==> config.mk <==
export PLATFORM = sky130hd
export DESIGN_NAME = cst_top
export DESIGN_NICKNAME = d
export VERILOG_FILES = /design/src/rtl/cst_pkg.sv /design/src/rtl/cst_top.sv
export VERILOG_INCLUDE_DIRS = /design/src /design/src/rtl
export SDC_FILE = /design/constraint.sdc
export NUM_CORES = 1
export LEC_CHECK = 0
export ABC_CLOCK_PERIOD_IN_PS = 8000
export BUFFER_PORTS_ARGS = -buffer_cell sky130_fd_sc_hd__clkbuf_2
export CAP_MARGIN = 10
export CELL_PAD_IN_SITES_DETAIL_PLACEMENT = 1
export CELL_PAD_IN_SITES_GLOBAL_PLACEMENT = 2
export CORE_MARGIN = 2
export CORE_UTILIZATION = 32
export CTS_BUF_LIST = sky130_fd_sc_hd__clkbuf_16
export CTS_CLUSTER_SIZE = 20
export DETAILED_ROUTE_END_ITERATION = 7
export GPL_ROUTABILITY_DRIVEN = 0
export GPL_TIMING_DRIVEN = 0
export PLACE_DENSITY_LB_ADDON = 0.1
export SETUP_SLACK_MARGIN = 0.1
export SLEW_MARGIN = 30
export SYNTH_ARGS = -nofsm -noshare
export SYNTH_HDL_FRONTEND = slang
export SYNTH_SLANG_ARGS = --single-unit
export TNS_END_PERCENT = 50
==> constraint.sdc <==
create_clock -name SYS_CLK -period 8 [get_ports SYS_CLK]
set_input_delay 1.6 -clock SYS_CLK [delete_from_list [all_inputs] [get_ports SYS_CLK]]
set_output_delay 1.6 -clock SYS_CLK [all_outputs]
set_load 0.02 [all_outputs]
==> src/rtl/cst_defs.svh <==
// Register map, field positions and counts of the camera serial transmit control
// ---------------------------------------------------------------------------
// ---------------------------------------------------------------------------
`ifndef CST_DEFS_SVH
`define CST_DEFS_SVH

// Register indices; byte address is four times the index
`define CST_CTRL_IDX   8'h33
`define CST_AUX_IDX    8'h34
`define CST_STAT_IDX   8'h3F
`define CST_CTRL_ADDR  {`CST_CTRL_IDX, 2'b00}
`define CST_AUX_ADDR   {`CST_AUX_IDX, 2'b00}
`define CST_STAT_ADDR  {`CST_STAT_IDX, 2'b00}

`define CST_CTRL_RST   7'h00
`define CST_BIT_EN     0
`define CST_BIT_CONT   1
`define CST_ULP_LSB    2
`define CST_LANE_LSB   4
`define CST_BIT_CALEN  6
`define CST_BIT_INV    2

`define CST_ULP_NORM   2'h0
`define CST_ULP_DATA   2'h1
`define CST_ULP_ALL    2'h3

// Length of the skew calibration burst in link ticks
`define CST_CAL_TICKS  6'h20

`endif

==> src/rtl/cst_pkg.sv <==
// Types shared by the camera serial transmit control
package cst_pkg;

  typedef enum logic [2:0] {
    CST_IDLE,
    CST_CLKUP,
    CST_CAL,
    CST_PKT
  } cst_state_t;

  typedef struct packed {
    logic [6:0]  ctrl;
    logic        inv;
    logic [31:0] rdata;
    cst_state_t  st;
    logic        s1;
    logic        s2;
    logic        s3;
    logic        lvl;
    logic        cal_done;
    logic        cal_ph;
    logic [5:0]  cal_cnt;
    logic [7:0]  sh;
    logic [3:0]  rem;
    logic        last;
    logic        seen;
    logic [3:0]  dhs;
    logic [3:0]  dlp;
    logic [3:0]  dbit;
    logic        chs;
    logic        clp;
  } cst_regs_t;

endpackage

==> src/rtl/cst_top.sv <==
// Camera serial transmit output control with APB register access
//
// The implementer's own choice: the APB slave port.
`timescale 1ns/100ps
`include "cst_defs.svh"

module cst_top
  import cst_pkg::*;
(
  input  wire logic        SYS_CLK,
  input  wire logic        NRST,
  input  wire logic        PSEL,
  input  wire logic        PENABLE,
  input  wire logic        PWRITE,
  input  wire logic [9:0]  PADDR,
  input  wire logic [31:0] PWDATA,
  output logic      [31:0] PRDATA,
  output logic             PREADY,
  output logic             PSLVERR,
  input  wire logic        LINK_CLK,
  input  wire logic        PKT_VALID,
  input  wire logic [7:0]  PKT_DATA,
  input  wire logic        PKT_LAST,
  output logic             PKT_READY,
  output logic      [3:0]  DLANE_HS,
  output logic      [3:0]  DLANE_LP00,
  output logic      [3:0]  DLANE_BIT,
  output logic             CLANE_HS,
  output logic             CLANE_LP00
);

  cst_regs_t   r_ff;
  cst_regs_t   nxt_r;
  logic        filt;
  logic        tick;
  logic        en;
  logic        allow;
  logic [1:0]  ulp;
  logic [2:0]  nlanes;
  logic [3:0]  mask;
  logic        mapped;
  logic        wr;
  logic [3:0]  nxt_rem;

  // ---------------------------------------------------------------------------
  // Decode of control fields
  // ---------------------------------------------------------------------------
  always_comb begin
    en     = r_ff.ctrl[`CST_BIT_EN];
    ulp    = r_ff.ctrl[`CST_ULP_LSB +: 2];
    // Reserved forced-LP code 10 behaves as normal operation
    allow  = en && (ulp != `CST_ULP_DATA) && (ulp != `CST_ULP_ALL);
    case (r_ff.ctrl[`CST_LANE_LSB +: 2])
      2'h0: begin
        nlanes = 3'h4;
        mask   = 4'hF;
      end
      2'h1: begin
        nlanes = 3'h3;
        mask   = 4'h7;
      end
      2'h2: begin
        nlanes = 3'h2;
        mask   = 4'h3;
      end
      default: begin
        nlanes = 3'h1;
        mask   = 4'h1;
      end
    endcase
    filt   = (r_ff.s2 == r_ff.s3) ? r_ff.s3 : r_ff.lvl;
    tick   = filt & ~r_ff.lvl;
    mapped = (PADDR == `CST_CTRL_ADDR) || (PADDR == `CST_AUX_ADDR) ||
             (PADDR == `CST_STAT_ADDR);
    wr     = PSEL && PENABLE && PWRITE && mapped;
  end

  // Zero wait states; read data is captured in the setup cycle
  assign PREADY    = 1'b1;
  assign PSLVERR   = PSEL && PENABLE && !mapped;
  assign PRDATA    = r_ff.rdata;
  assign DLANE_HS  = r_ff.dhs;
  assign DLANE_LP00 = r_ff.dlp;
  assign DLANE_BIT = r_ff.dbit;
  assign CLANE_HS  = r_ff.chs;
  assign CLANE_LP00 = r_ff.clp;
  // A new byte is taken only when the lanes finish the current one
  assign PKT_READY = (r_ff.st == CST_PKT) && tick && allow &&
                     (r_ff.rem <= {1'b0, nlanes}) && !r_ff.last;

  // ---------------------------------------------------------------------------
  // Next state
  // ---------------------------------------------------------------------------
  always_comb begin
    nxt_r = r_ff;
    nxt_rem = 4'h0;
    // Three-stage sampling of the link clock pin
    nxt_r.s1  = LINK_CLK;
    nxt_r.s2  = r_ff.s1;
    nxt_r.s3  = r_ff.s2;
    nxt_r.lvl = filt;

    if (PSEL && !PENABLE) begin
      if (PADDR == `CST_CTRL_ADDR) begin
        nxt_r.rdata = {25'h0, r_ff.ctrl};
      end else if (PADDR == `CST_AUX_ADDR) begin
        nxt_r.rdata = {29'h0, r_ff.inv, 2'h0};
      end else if (PADDR == `CST_STAT_ADDR) begin
        nxt_r.rdata = {24'h0, r_ff.st, r_ff.cal_done, r_ff.seen,
                       r_ff.chs, nlanes[1:0]};
      end else begin
        nxt_r.rdata = 32'h0;
      end
    end
    if (wr && PADDR == `CST_CTRL_ADDR) begin
      nxt_r.ctrl = PWDATA[6:0];
    end
    if (wr && PADDR == `CST_AUX_ADDR) begin
      nxt_r.inv = PWDATA[`CST_BIT_INV];
    end

    if (!en) begin
      // Pending calibration is re-armed and waits for the enable
      nxt_r.cal_done = 1'b0;
      nxt_r.seen     = 1'b0;
    end
    if (!r_ff.ctrl[`CST_BIT_CONT]) begin
      nxt_r.seen = 1'b0;
    end

    case (r_ff.st)
      CST_IDLE: begin
        if (allow && PKT_VALID && tick) begin
          nxt_r.st = CST_CLKUP;
        end
      end
      CST_CLKUP: begin
        if (!allow) begin
          nxt_r.st = CST_IDLE;
        end else if (tick) begin
          if (r_ff.ctrl[`CST_BIT_CALEN] && !r_ff.cal_done) begin
            nxt_r.st      = CST_CAL;
            nxt_r.cal_cnt = 6'h0;
            nxt_r.cal_ph  = r_ff.inv;
          end else begin
            nxt_r.st  = CST_PKT;
            nxt_r.rem = 4'h0;
          end
        end
      end
      CST_CAL: begin
        if (!allow) begin
          nxt_r.st = CST_IDLE;
        end else if (tick) begin
          nxt_r.cal_ph  = ~r_ff.cal_ph;
          nxt_r.cal_cnt = r_ff.cal_cnt + 6'h1;
          if (r_ff.cal_cnt == `CST_CAL_TICKS - 6'h1) begin
            nxt_r.cal_done = 1'b1;
            nxt_r.st       = CST_PKT;
            nxt_r.rem      = 4'h0;
          end
        end
      end
      CST_PKT: begin
        if (!allow) begin
          nxt_r.st   = CST_IDLE;
          nxt_r.last = 1'b0;
          nxt_r.rem  = 4'h0;
        end else if (tick) begin
          if (r_ff.rem > {1'b0, nlanes}) begin
            nxt_r.sh  = r_ff.sh >> nlanes;
            nxt_r.rem = r_ff.rem - {1'b0, nlanes};
          end else if (r_ff.last) begin
            nxt_r.st   = CST_IDLE;
            nxt_r.last = 1'b0;
            nxt_r.rem  = 4'h0;
          end else if (PKT_VALID) begin
            nxt_r.sh   = PKT_DATA;
            nxt_r.rem  = 4'h8;
            nxt_r.last = PKT_LAST;
            nxt_r.seen = r_ff.ctrl[`CST_BIT_CONT];
          end else begin
            nxt_r.rem = 4'h0;
          end
        end
      end
      default: nxt_r.st = CST_IDLE;
    endcase
    nxt_rem = nxt_r.rem;

    // Lane outputs
    nxt_r.dhs  = 4'h0;
    nxt_r.dlp  = 4'h0;
    nxt_r.dbit = 4'h0;
    nxt_r.chs  = 1'b0;
    nxt_r.clp  = 1'b0;
    if (en) begin
      if (ulp == `CST_ULP_DATA || ulp == `CST_ULP_ALL) begin
        nxt_r.dlp = mask;
      end
      if (ulp == `CST_ULP_ALL) begin
        nxt_r.clp = 1'b1;
      end
      if (nxt_r.st == CST_CAL) begin
        nxt_r.dhs  = mask;
        nxt_r.dbit = {4{nxt_r.cal_ph}} & mask;
      end else if (nxt_r.st == CST_PKT) begin
        nxt_r.dhs  = mask;
        nxt_r.dbit = (nxt_rem != 4'h0) ? (nxt_r.sh[3:0] & mask) : 4'h0;
      end
      // With the continuous clock bit set, the clock lane stays up between packets once one has gone out
      nxt_r.chs = !nxt_r.clp &&
                  (nxt_r.st != CST_IDLE || nxt_r.seen);
    end
  end

  // ---------------------------------------------------------------------------
  // State register
  // ---------------------------------------------------------------------------
  always_ff @(posedge SYS_CLK) begin
    if (!NRST) begin
      r_ff      <= '0;
      r_ff.ctrl <= `CST_CTRL_RST;
      r_ff.st   <= CST_IDLE;
    end else begin
      r_ff <= nxt_r;
    end
  end

endmodule // cst_top

# Word level (Yosys, flattened, before mapping)
# Index checks and enable logic that the tools add are counted.
word_totals:
  regBits: 83
  input_bits: 58
op_classes:
  n_addsub: 2
  magnitude_cmp: 2
  eq_ne: 24
  shift: 1
  mux: 60
  bitwise: 5
  reduce_logical: 37
ops:
  columns: ["operator", "n"]
  rows:
  - ["2-to-1 mux 4 bit", 14]
  - ["2-to-1 mux 8 bit", 7]
  - ["equality test 10 x 8 -> 1 bit (second input constant)", 3]
  - ["2-to-1 mux 3 bit", 10]
  - ["one-hot mux 4 bit (3 select lines)", 2]
  - ["2-to-1 mux 7 bit", 3]
  - ["logical AND 1 bit", 17]
  - ["!= test 2 bit (second input constant)", 8]
  - ["one-hot mux 7 bit (2 select lines)", 1]
  - ["equality test 3 x 2 -> 1 bit (second input constant)", 4]
  - ["2-to-1 mux 1 bit", 12]
  - ["2-to-1 mux 12 bit", 1]
  - ["one-hot mux 3 bit (4 select lines)", 1]
  - ["2-to-1 mux 10 bit", 1]
  - ["2-to-1 mux 2 bit", 5]
  - ["2-to-1 mux 5 bit", 2]
  - ["one-hot mux 3 bit (3 select lines)", 1]
  - ["AND 4 bit", 2]
  - ["right shift 8 x 3 -> 8 bit", 1]
  - ["adder 6 x 1 -> 6 bit (second input constant)", 1]
  - ["equality test 6 x 5 -> 1 bit (second input constant)", 1]
  - ["AND reduction 3 bit", 2]
  - ["AND reduction 6 bit", 1]
  - ["zero test 1 bit", 5]
  - ["18 further kinds", 26]

# Depth between registers and ports, before layout
depth:
  word_depth: 15
  mapped_depth: 13

# Worst setup path before layout
# OpenSTA, ideal clock, no wires.
synth_timing:
  kind: "register to output"
  startpoint: "register r_ff[80] in the netlist's numbering"
  endpoint: "output PKT_READY"
  arrival_time_ns: 2.858
  t_required_ns: 6.400
  slack_ns: 3.542
  path_stages_with_launch: 9
  path_buffers: 1
  path_cell_list: "dfxtp_1 -> inv_1 -> ha_1 -> clkbuf_1 -> inv_1 -> fa_1 -> a211oi_1 -> nor2_1 -> nor3_1"
synth_between:
  elab_chain_cells: 5
  word_cells_on_any_way: 7
  classes_between: "1 x order compare; 2 x eq/ne; 1 x mux; 3 x reduce/logical"
synth_lines:
  columns: ["element", "line", "source"]
  rows:
  - ["from (decl)", "cst_top.sv:32", "cst_regs_t r_ff;"]
  - ["from (signal assigned)", "cst_top.sv:226", "r_ff <= nxt_r;"]
  - ["equality test 2 bit (tied with other cells)", "cst_top.sv:53", "case (r_ff.ctrl[`CST_LANE_LSB +: 2])"]
  - ["one-hot mux 3 bit (3 select lines) *", "cst_top.sv:53", null]
  - ["less-or-equal comparator 4 x 3 -> 1 bit *", "cst_top.sv:89", "(r_ff.rem <= {1'b0, nlanes}) && !r_ff.last;"]
  - ["logical AND 1 bit *", "cst_top.sv:88", "assign PKT_READY = (r_ff.st == CST_PKT) && tick && allow &&"]
  - ["logical AND 1 bit *", "cst_top.sv:89", null]
  - ["to (decl)", "cst_top.sv:24", "output logic PKT_READY,"]
# Every way passes the cells marked *; elsewhere a longest branch is shown, timed or not.

# Worst setup path after layout
# Same ends and word-level chain as after synthesis.

==> reports/qor.csv <==
metric;value;unit
synth_enable_flop_cells;0;
htree_levels;3;
maxSlewViolCount;0;
viasPerCell;4.86;
vias;3062;
intPower;558;µW
synthCells;399;
cts_max_path_buffers;2;
synth_common_cells;dfxtp_1, buf_4, nand2_1, nor2_1, a21oi_1;
synth_top_family_by_area;simple AND/OR/NAND/NOR gates;
fillers;1283;
drtIter0Drc;106;
synthAdderAreaFrac;0.0349;
crit_slowest_cell;dfxtp_1;
cts_resized;0;
rsz0062_at_grt;false;
p_leak;1.90;nW
place_inst;614;
finalSetupTns;0;ps
max_freq;0.177;GHz
ios;107;
grt_pass1_vias;3109;
finalInstanceArea;4270;µm²
status;finished clean;
synth-simple-area-share;0.245;
synth_top_area_share;0.344;
cts_sinks;59;
synth.most_common_cell;dfxtp_1;
grt_usage;0.179;
setup_viol;0;
synth_area_leader_cell;dfxtp_1;
ys.flop_type;dfxtp_1;
dr.pass1.iters;4;
synthXorXnorAreaFrac;0.00510;
synth_area_leaders;dfxtp_1, buf_4, mux2i_1, nor2b_1, nand2_1;
grt_max_degree;11;
die_w;108;µm
finalPower;726;µW
cts_buffers;9;
hp-class;reg -> reg;
synth-compound-area-share;0.183;
synth.distinct_cells;64;
synth-seq-cells;59;
start_kind;flip-flop;
die_h;108;µm
cp_max_fo;10;
async_flop_share;0;
p_sw_frac;0.231;
antenna_left;0;
pwr-share-clk;0.512;
start_util;0.331;
ir_drop;0.0000931;V
p_seq_frac;0.412;
final_nets;556;
cp_common_cell;inv_1;
avgSynthCellArea;8.61;µm²
dpl.hpwl;7590;µm
period_minus_slack;5650;ps
netlist_area;3440;µm²
fin_hold_ws;445;ps
cts_root_buf;clkbuf_16;
wirelength;9890;µm
drive_above_1_share;0.283;
areaGrowthSynthToFinish;24.3;%
cap_violations;0;
fin_util;0.412;
crit_arrival;4050;ps
rows;37;
max_stage_delay;580;ps
pre_cts_slack;2690;ps
end_kind;primary output;
fin_cells;630;
path_clk_slew;50;ps
drc;0;
cp_cell_sequence;inv_1 -> ha_1 -> clkbuf_1 -> inv_1 -> fa_1 -> a211oi_1 -> nor2_1 -> nor3_1 -> clkbuf_2;
synth_mux_area_frac;0.0510;
core_region_area;10400;µm²
antenna_found_initial;0;
max_slew.worst_pin.slew;730;ps
p_per_area;170;nW/µm²
p_sw;168;µW
worst-setup-path-type;reg -> out;
finClkSkew;4.89;ps
pwr-share-comb;0.076;
final-hold-violation-count;0;
finalCritPeriodShare;0.706;
grt_pass1_wl;16000;µm
n_antenna_cell;0;
post_drt_wl_per_cell;15.7;µm
hold_buffers;0;
dieArea;11600;µm²
slew_headroom;0.510;
cts_setup_buffers;0;
port_buffers;55;
cts_tree;yes;
yosysSeqAreaShare;0.344;
grt_overflow;0;
fin_ws;2350;ps
clkLatencyLatePin;330;ps
required;6400;ps
dpl_cell_area;3980;µm²
yosys_warnings;0;
cell usage in the layout, fill, tap and decap left out, types with 13 or more instances in the layout:
cell type and instances:
mux2i_1 13, nor2b_1 20, conb_1 26, nor3_1 15, nor2_1 26, buf_4 46, a21oi_1 22, clkbuf_2 55
dfxtp_1 59, nand2_1 30
registers in the layout (all words and copies together), names as in the netlist:
signal / count
CLANE_LP00: 1
DLANE_BIT: 4
r_ff: 34
DLANE_LP00: 4
nxt_r: 2
en: 1
CLANE_HS: 1
DLANE_HS: 4
PRDATA: 8
layer usage:
metal,track usage,wire (µm),up-vias,part of all wire
li1,-,-,1530,-
met1,0.246,4920,1448,0.50
met2,0.279,4390,70,0.44
met3,0.0351,415,14,0.042
met4,0.0623,158,0,0.016
met5,0,0,-,0
worst paths after layout:
| check | from | to | slack, ps | depth (start not counted) |
|---|---|---|---|---|
| min | nxt_r[38] | nxt_r[37] | 440 | 1 |
| max reg2reg | r_ff[80] | DLANE_BIT[1] | 3850 | 12 |
| max | r_ff[80] | PKT_READY | 2350 | 9 |
| min reg2reg | nxt_r[38] | nxt_r[37] | 440 | 1 |
worst max-delay path, delay by kind of cell, from the launching register on:
family                     cells  cell delay, ps
AOI/OAI and AO/OA              1             490
adders and majority gates      2             950
buffers and inverters          4            1130
DFF                            1             580
and+or+nand+nor                2             560
power groups by stage:
stage / Clock, mW / Combinational [mW] / Sequential (mW)
5_1_grt: 0.394 / 0.0602 / 0.299
2_1_floorplan: 0 / 0.0381 / 0.305
3_5_place_dp: 0 / 0.0547 / 0.305
4_1_cts: 0.380 / 0.0548 / 0.299
6_report: 0.372 / 0.0551 / 0.299
3_3_place_gp: 0 / 0.0542 / 0.305
layout make-up:
cell class | instances | area [µm²] | share of cell area
Buffer | 60 | 423 | 0.0990
Clock buffer | 9 | 225 | 0.0527
Clock inverter | 7 | 60.1 | 0.0141
Inverter | 11 | 41.3 | 0.00967
Multi-Input combinational cell | 293 | 1900 | 0.444
Sequential cell | 59 | 1180 | 0.277
Tap cell | 136 | 170 | 0.0398
Timing Repair Buffer | 55 | 275 | 0.0644
logic make-up (layout without fill, tap and decap cells):
group / after synthesis / after routing
AND/OR/NAND/NOR: 153 / 153
AO/OA/AOI/OAI: 88 / 88
XOR/XNOR: 2 / 2
flip-flops: 59 / 59
adder cells (fa/ha/maj): 9 / 9
multiplexers: 15 / 15
other: 2 / 26
buffers and inverters: 71 / 142
(Power assumes the default switching activity.)
